$ cat config.mk
export PLATFORM = sky130hd
export DESIGN_NAME = mtcs_top
export DESIGN_NICKNAME = d
export VERILOG_FILES = /design/src/mtcs_pkg.sv /design/src/mtcs_top.sv
export VERILOG_INCLUDE_DIRS = /design/src /design/src/src
export SDC_FILE = /design/constraint.sdc
export NUM_CORES = 1
export LEC_CHECK = 0
export ABC_AREA = 1
export BUFFER_PORTS_ARGS = -buffer_cell sky130_fd_sc_hd__buf_2
export CELL_PAD_IN_SITES_DETAIL_PLACEMENT = 1
export CELL_PAD_IN_SITES_GLOBAL_PLACEMENT = 2
export CORE_MARGIN = 3
export CORE_UTILIZATION = 39
export DETAILED_ROUTE_END_ITERATION = 16
export GPL_ROUTABILITY_DRIVEN = 0
export PLACE_DENSITY = 0.88
export SYNTH_ARGS = -nofsm -noshare
export SYNTH_HDL_FRONTEND = slang
export SYNTH_SLANG_ARGS = --single-unit
$ cat constraint.sdc
create_clock -name pclk -period 3.95 [get_ports pclk]
set_clock_uncertainty 0.05 [all_clocks]
set_input_delay 0.1975 -clock pclk [delete_from_list [all_inputs] [get_ports pclk]]
set_output_delay 0.1975 -clock pclk [all_outputs]
set_load 0.005 [all_outputs]
$ cat src/mtcs_map.svh
/*
 * Register offsets, field positions, reset values and timing figures
 * of the conversion sequencer. Assumes a 32-bit APB slave, byte addresses.
 */
`ifndef MTCS_MAP_SVH
`define MTCS_MAP_SVH

`define MTCS_OFS_CTRL 8'h00
`define MTCS_OFS_STATUS 8'h04
`define MTCS_OFS_IRQ_STAT 8'h08
`define MTCS_OFS_IRQ_MASK 8'h0C
`define MTCS_OFS_RESULT 8'h20
`define MTCS_OFS_HIGH_LIMIT 8'h40
`define MTCS_OFS_LOW_LIMIT 8'h60

`define MTCS_CTRL_START 0
`define MTCS_CTRL_AUTO 1
`define MTCS_CTRL_STANDBY 2
`define MTCS_STATUS_BUSY 0
`define MTCS_STATUS_STANDBY 1
`define MTCS_IRQ_DONE 0
`define MTCS_IRQ_ALARM 1
`define MTCS_IRQ_ABORT 2
`define MTCS_IRQ_BITS 3

`define MTCS_HIGH_LIMIT_RST 8'h7F
`define MTCS_LOW_LIMIT_RST 8'hC9
`define MTCS_RESULT_RST 8'h00

`define MTCS_INTEG_MS 64
`define MTCS_CLK_KHZ 125000
`define MTCS_INTEG_CYCLES (`MTCS_INTEG_MS * `MTCS_CLK_KHZ)

`endif

$ cat src/mtcs_pkg.sv
/*
 * Types of the conversion sequencer.
 * Assumes mtcs_map.svh supplies the numeric constants.
 */
package mtcs_pkg;
    typedef enum logic [1:0] {
        MTCS_IDLE = 2'b01,
        MTCS_CONV = 2'b10
    } mtcs_state_t;

    // analog front-end steering
    typedef struct packed {
        logic bias_en;
        logic [2:0] mux_sel;
    } mtcs_fe_t;
endpackage

$ cat src/mtcs_top.sv
/*
 * Conversion sequencer with APB registers, limit compare, alarm pin
 * and interrupt. Assumes the front end presents a settled 8-bit code
 * on adc_code by the end of each integration period.
 */
// Design decisions made here: the placing of the registers and register access over APB.
`timescale 1ns/100ps
`include "mtcs_map.svh"

// What this block does
// - The five-channel build holds five results and ten limit registers and compares each result with its limits.
// - The three-channel build holds three results and six limit registers with the same comparison.
// - Each channel gets an integration period of 64 ms in the pass.
// - A started pass steps through every channel on its own, steering bias and mux to each.
// - Every channel is converted on every pass, used or not.
// - A pass starts on a start command or, in autoconvert mode, by itself.
// - Results become readable only once the whole pass has finished.
// - A busy flag in the status register is set while a pass runs.
// - During a pass, result reads return the previous complete pass.
// - The alarm pin is driven while any result reaches or passes its limit.
// - Reset loads high limits with 8'h7F and low limits with 8'hC9.
// - Standby during a pass truncates it and keeps the old results.
// - Each result is an 8-bit two's complement value, one degree per bit.
module mtcs_top #(
    parameter int NUM_CH = 5,
    parameter int INTEG_CYCLES = `MTCS_INTEG_CYCLES
) (
    input wire logic pclk,
    input wire logic presetn,
    input wire logic psel,
    input wire logic penable,
    input wire logic pwrite,
    input wire logic [7:0] paddr,
    input wire logic [31:0] pwdata,
    output logic [31:0] prdata,
    output logic pready,
    output logic pslverr,
    input wire logic standby_pin_n,
    input wire logic [7:0] adc_code,
    output mtcs_pkg::mtcs_fe_t fe_ctrl,
    input wire logic alert_in,
    output logic alert_out,
    output logic alert_oe,
    output logic irq
);
    import mtcs_pkg::*;

    localparam int CW = $clog2(INTEG_CYCLES + 1);

    // the decode and the channel counter only serve these builds
    if (NUM_CH != 5 && NUM_CH != 3) begin : g_bad_ch
        $error("NUM_CH must be 3 or 5");
    end
    if (INTEG_CYCLES < 1) begin : g_bad_integ
        $error("INTEG_CYCLES must be at least 1");
    end

    // synchronisers for pins
    logic standby_pin_m_r, standby_pin_s_r;
    logic [7:0] adc_m_r, adc_s_r;
    always_ff @(posedge pclk or negedge presetn) begin
        if (!presetn) begin
            standby_pin_m_r <= 1'b0;
            standby_pin_s_r <= 1'b0;
            adc_m_r <= 8'h00;
            adc_s_r <= 8'h00;
        end else begin
            standby_pin_m_r <= standby_pin_n;
            standby_pin_s_r <= standby_pin_m_r;
            adc_m_r <= adc_code;
            adc_s_r <= adc_m_r;
        end
    end

    // registers
    logic start_r, auto_r, sw_standby_pin_r;
    logic [`MTCS_IRQ_BITS-1:0] irq_stat_r, irq_mask_r;
    logic [NUM_CH-1:0][7:0] res_r, shadow_r, high_r, low_r;
    mtcs_state_t state_r;
    logic busy_r;
    logic [2:0] ch_r;
    logic [CW-1:0] cnt_r;
    logic pready_r, pslverr_r, irq_r, alert_oe_r, alarm_d_r;
    logic [31:0] prdata_r;

    // bus decode
    wire setup = psel && !penable;
    wire [2:0] sub = paddr[4:2];
    wire in_res = paddr[7:5] == `MTCS_OFS_RESULT >> 5 && sub < NUM_CH;
    wire in_hi = paddr[7:5] == `MTCS_OFS_HIGH_LIMIT >> 5 && sub < NUM_CH;
    wire in_lo = paddr[7:5] == `MTCS_OFS_LOW_LIMIT >> 5 && sub < NUM_CH;
    wire is_ctrl = paddr == `MTCS_OFS_CTRL;
    wire is_stat = paddr == `MTCS_OFS_STATUS;
    wire is_ist = paddr == `MTCS_OFS_IRQ_STAT;
    wire is_imsk = paddr == `MTCS_OFS_IRQ_MASK;
    wire mapped = (is_ctrl || is_stat || is_ist || is_imsk || in_res
        || in_hi || in_lo) && paddr[1:0] == 2'b00;
    // unmapped or misaligned writes are refused, not aliased
    wire wr_en = psel && penable && pready_r && pwrite && mapped;
    wire standby_pin = !standby_pin_s_r || sw_standby_pin_r;
    wire [31:0] rd_val =
        is_ctrl ? {29'h0, sw_standby_pin_r, auto_r, 1'b0} :
        is_stat ? {30'h0, standby_pin, busy_r} :
        is_ist ? {29'h0, irq_stat_r} :
        is_imsk ? {29'h0, irq_mask_r} :
        in_res ? {24'h0, res_r[sub]} :
        in_hi ? {24'h0, high_r[sub]} :
        in_lo ? {24'h0, low_r[sub]} : 32'h0;

    // sequencer decode
    wire tick = cnt_r == CW'(INTEG_CYCLES - 1);
    wire last_ch = ch_r == 3'(NUM_CH - 1);
    wire conv = state_r == MTCS_CONV;
    wire abort = conv && standby_pin;
    wire ch_done = conv && !standby_pin && tick;
    wire latch_all = ch_done && last_ch;
    wire go = state_r == MTCS_IDLE && !standby_pin && (start_r || auto_r);
    // newest sample joined with the shadow copy of the pass
    logic [NUM_CH-1:0][7:0] shadow_nxt;
    always_comb begin
        shadow_nxt = shadow_r;
        shadow_nxt[ch_r] = adc_s_r;
    end

    // assertion helper: channels finished in the current pass
    logic [2:0] done_cnt_r;
    always_ff @(posedge pclk or negedge presetn) begin
        if (!presetn) begin
            done_cnt_r <= 3'h0;
        end else if (go) begin
            done_cnt_r <= 3'h0;
        end else if (ch_done) begin
            done_cnt_r <= done_cnt_r + 3'h1;
        end
    end

    // limit compare, both limits inclusive
    logic [NUM_CH-1:0] alarm_ch;
    genvar g;
    generate
        for (g = 0; g < NUM_CH; g++) begin : g_cmp
            assign alarm_ch[g] = $signed(res_r[g]) >= $signed(high_r[g])
                || $signed(res_r[g]) <= $signed(low_r[g]);
        end
    endgenerate
    wire alarm_any = |alarm_ch;
    wire [`MTCS_IRQ_BITS-1:0] ev = {abort, alarm_any && !alarm_d_r,
        latch_all};
    wire [`MTCS_IRQ_BITS-1:0] w1c = (wr_en && is_ist) ?
        pwdata[`MTCS_IRQ_BITS-1:0] : '0;
    // set wins over a simultaneous clear
    wire [`MTCS_IRQ_BITS-1:0] irq_stat_nxt = (irq_stat_r & ~w1c) | ev;

    // apb slave: one wait-free access phase
    always_ff @(posedge pclk or negedge presetn) begin
        if (!presetn) begin
            pready_r <= 1'b0;
            pslverr_r <= 1'b0;
            prdata_r <= 32'h0;
        end else begin
            pready_r <= setup;
            pslverr_r <= setup && !mapped;
            prdata_r <= setup && !pwrite ? rd_val : 32'h0;
        end
    end

    // software registers; start is a pulse consumed by the sequencer
    always_ff @(posedge pclk or negedge presetn) begin
        if (!presetn) begin
            start_r <= 1'b0;
            auto_r <= 1'b0;
            sw_standby_pin_r <= 1'b0;
            irq_mask_r <= '0;
            irq_stat_r <= '0;
        end else begin
            irq_stat_r <= irq_stat_nxt;
            start_r <= wr_en && is_ctrl && pwdata[`MTCS_CTRL_START];
            if (wr_en && is_ctrl) begin
                auto_r <= pwdata[`MTCS_CTRL_AUTO];
                sw_standby_pin_r <= pwdata[`MTCS_CTRL_STANDBY];
            end
            if (wr_en && is_imsk)
                irq_mask_r <= pwdata[`MTCS_IRQ_BITS-1:0];
        end
    end

    // limits
    always_ff @(posedge pclk or negedge presetn) begin
        if (!presetn) begin
            high_r <= {NUM_CH{`MTCS_HIGH_LIMIT_RST}};
            low_r <= {NUM_CH{`MTCS_LOW_LIMIT_RST}};
        end else begin
            if (wr_en && in_hi)
                high_r[sub] <= pwdata[7:0];
            if (wr_en && in_lo)
                low_r[sub] <= pwdata[7:0];
        end
    end

    // sequencer
    always_ff @(posedge pclk or negedge presetn) begin
        if (!presetn) begin
            state_r <= MTCS_IDLE;
            busy_r <= 1'b0;
            ch_r <= 3'h0;
            cnt_r <= '0;
            shadow_r <= '0;
            res_r <= {NUM_CH{`MTCS_RESULT_RST}};
        end else begin
            unique case (state_r)
                MTCS_IDLE: begin
                    cnt_r <= '0;
                    ch_r <= 3'h0;
                    if (go) begin
                        state_r <= MTCS_CONV;
                        busy_r <= 1'b1;
                    end
                end
                MTCS_CONV: begin
                    if (abort) begin
                        // truncated pass: shadow is simply dropped
                        state_r <= MTCS_IDLE;
                        busy_r <= 1'b0;
                    end else if (tick) begin
                        cnt_r <= '0;
                        shadow_r <= shadow_nxt;
                        if (last_ch) begin
                            res_r <= shadow_nxt;
                            busy_r <= 1'b0;
                            state_r <= MTCS_IDLE;
                        end else begin
                            ch_r <= ch_r + 3'h1;
                        end
                    end else begin
                        cnt_r <= cnt_r + CW'(1);
                    end
                end
            endcase
        end
    end

    // outputs
    always_ff @(posedge pclk or negedge presetn) begin
        if (!presetn) begin
            fe_ctrl <= '0;
            alert_oe_r <= 1'b0;
            alarm_d_r <= 1'b0;
            irq_r <= 1'b0;
        end else begin
            fe_ctrl.bias_en <= conv && !standby_pin;
            fe_ctrl.mux_sel <= ch_r;
            alert_oe_r <= alarm_any;
            alarm_d_r <= alarm_any;
            irq_r <= |(irq_stat_r & irq_mask_r);
        end
    end

    assign prdata = prdata_r;
    assign pready = pready_r;
    assign pslverr = pslverr_r;
    assign alert_out = 1'b0;
    assign alert_oe = alert_oe_r;
    assign irq = irq_r;
endmodule

==> metrics.yaml <==
run_status:
  status: "completed"
setup_path:
  r2r-end: "res_r[31]$_DFFE_PN0P_"
  cpPeakStageDelay_ns: 0.56
  setup.worst_path.start_class: "flip-flop"
  critPathCapture: "res_r[31]$_DFFE_PN0P_"
  cpMaxStageDelayCell: "nand3_1"
  worst_ep_arrival_time_ns: 3.30
  startpoint: "cnt_r[0]$_DFFE_PN0N_"
  cp.required_ns: 4.33
  reg2reg_from: "cnt_r[0]$_DFFE_PN0N_"
  cp_num_cells: 11
  reg2regPathDepth: 11
  critPathBufInv: 1
  cp_max_fo: 11
  regToRegSetupSlack_ns: 1.03
  crit_type: "reg2reg"
  path_delay_family: "simple AND/OR/NAND/NOR gates"
  cp_common_cell: "nor2_1"
  path_cells: "ha_1, nand2_1, nor2_1, nand2_1, nor2_1, nand2_1, nor2_1, inv_1, nor2_1, nand3_1, o21ai_0"
  end_kind: "flip-flop"
die:
  die_area_um2: 36700
  design.portCount: 96
  chipHeight_um: 192
  row_count: 67
  coreArea_um2: 33700
  initial_core_util_pct: 39.8
  fp.dieW_um: 192
clock_tree:
  cts_max_level: 1
  cts_tree: "built"
  cts.sinks: 231
  cts_buffer_depth: 3
  cts_root_buf: "clkbuf_16"
  clkSlewWorstSetupHoldPaths_ns: 0.07
  numCtsBuffers: 27
  insertion_delay_ns: 0.54
  cts.repair.resized: 0
global_route:
  grt_max_degree: 94
  grt-ovfl-total: 0
  grt_pass1_vias: 11900
  grt.total_usage_pct: 23.4
  grt_pass1_wl_mm: 66.8
  grt_antenna_before_repair: 0
timing:
  fin_crit_ns: 2.92
  tightestPinTransition_ns: 1.04
  report.final.slew_viol_count: 0
  max_freq_mhz: 342
  fin_tns_setup_ns: 0
  hold_violations: 0
  setup_viol: 0
  holdWs_ns: 0.103
  slew_headroom_pct: 30.4
  min_period_over_period_pct: 73.9
  rsz0062_at_grt: "no"
yosys:
  synth-edff-count: 0
  yosys_warnings: 0
  ys_seq_area_share_pct: 43.6
  synthCells: 1645
  synth_top_area_share_pct: 32.6
  synth.distinct_cells: 50
  synth_largest_area_cell: "dfrtp_1"
  avgSynthCellArea_um2: 8.16
  synthTopCellsByArea: "dfrtp_1 (33%), nand2_1 (12%), dfstp_2 (11%), ha_1 (7.7%), inv_1 (5.9%)"
  ys_async_sr_fraction_pct: 100
  synth-seq-cells: 231
  synth_area_um2: 13400
  ys.flop_type: "dfrtp_1"
layout:
  area_growth_syn_to_layout_pct: 11.6
  fill_cells: 4095
  n_antenna_cell: 0
  drive_above_1_share_pct: 11.1
  nNetsFinal: 1835
route:
  dr.first_iter.drc_count: 669
  drc: 0
  dr.pass1.iters: 5
  wl_per_cell_um: 19.7
  ant_nets: 0
  vias: 11500
  vias_per_cell: 5.31
  wirelength_mm: 42.7
pwr:
  power_density_nw_per_um2: 348
  ir_worst_vdd_uv: 283
  power.leakage_nw: 7.18
min_path:
  hold_class: "in2reg"
  min-delay-start: "pwdata[4]"
placement:
  hpwlAfterDp_mm: 31.8
  portBuffers: 45
job:
  cap_violations: 0
==> registers in the layout, summed over array words and instances, names as in the netlist, 2 cells and up <==
name        cells
irq_mask_r      3
high_r         40
adc_m_r         8
state_r         2
low_r          40
fe_ctrl         4
ch_r            3
prdata          8
irq_stat_r      3
res_r          40
cnt_r          23
shadow_r       40
adc_s_r         8
==> tightest hold or removal path: cells and delay by family <==
| family | cells | cell delay [ns] |
|---|---|---|
| buffers and inverters | 2 | 0.28 |
| AO/OA/AOI/OAI | 1 | 0.19 |
==> final cells by class <==
cell class	count	area [um^2]	area share (%)
clock buffers	42	782	5.22
clock inverters	6	67.6	0.451
inverters	213	800	5.34
multi-input cells	1150	6420	42.8
flip-flops and latches	231	5850	39.0
well taps	448	561	3.74
repair buffers	74	508	3.39
==> where the power goes <==
part / leakage, nW / internal (mW) / switching (mW) / total [mW]
registers: 2.93 / 2.40 / 0.0167 / 2.41
logic: 3.84 / 0.0925 / 0.275 / 0.368
clock network: 0.413 / 1.42 / 1.02 / 2.44
==> worst min path at each step <==
| stage | end | slack (ns) | depth (start not counted) |
|---|---|---|---|
| global placement | cnt_r[19]$_DFFE_PN0N_ | 0.21 | 1 |
| finish | high_r[36]$_DFFE_PN1P_ | 0.10 | 3 |
| detailed placement | fe_ctrl[3]$_DFF_PN0_ | 0.22 | 1 |
| global route | high_r[36]$_DFFE_PN1P_ | 0.13 | 3 |
| CTS | low_r[3]$_DFFE_PN1P_ | 0.1 | 3 |
| floorplan | adc_m_r[0]$_DFF_PN0_ | -0.15 | 0 |
==> cell usage after synthesis, types with 9 or more instances <==
master      n
nand2_1   420
inv_1     212
dfrtp_1   175
o21ai_0   147
ha_1       83
nor2_1     75
a21oi_1    68
dfstp_2    56
o21ai_1    51
o22ai_1    49
mux2i_1    40
clkbuf_1   35
nand3_1    35
buf_4      25
nand4_1    23
nor3_1     14
nor4_1     13
o31ai_1    12
xor2_1     12
buf_6      10
o211ai_1    9
==> metal layers <==
metal / track usage (%) / wire, um / vias up
met3: 3.12 / 1900 / 64
met2: 37.7 / 19200 / 239
met1: 33.1 / 20200 / 5683
met5: 0 / 0 / -
li1: - / - / 5509
met4: 6.58 / 1340 / 0
==> through the flow <==
stage	setup WS [ns]	cells	utilization (%)	power (mW)	cell area (um^2)
2_1_floorplan	1.95	1669	-	2.64	13500
3_3_place_gp	1.23	2099	41.4	2.80	14000
3_5_place_dp	1.13	2099	41.4	2.81	14000
4_1_cts	1.10	2164	44.5	5.27	15000
5_1_grt	0.776	2164	44.5	5.41	15000
6_report	1.03	2164	44.5	5.22	15000
==> cell usage in the layout (no fill, tap or decap), types with 11 or more instances in the layout <==
cell and instances:
a21oi_1 68, buf_2 44, buf_4 11, clkbuf_16 27, conb_1 25, dfrtp_1 175, dfstp_2 56, dlygate4sd3_1 17
ha_1 83, inv_1 212, mux2i_1 40, nand2_1 419, nand3_1 34, nand4_1 23, nor2_1 75, nor3_1 14
nor4_1 13, o21ai_0 147, o21ai_1 51, o22ai_1 49, o31ai_1 12, xor2_1 12
==> repair_timing <==
action,in CTS,in global routing
setup buffers,0,0
hold buffers,17,0
endpoints found under the hold margin,106,0
==> cells by family after synthesis <==
logic type                 share of synthesized area [%]
and+or+nand+nor                                     19.8
xor gates and xnor gates                           0.848
buffers and inverters                               9.33
DFF                                                 43.6
adders and majority gates                           7.74
muxes                                               2.98
AOI/OAI and AO/OA                                   15.6
other                                             0.0279
Note: power is estimated with default switching activity, not from simulation.
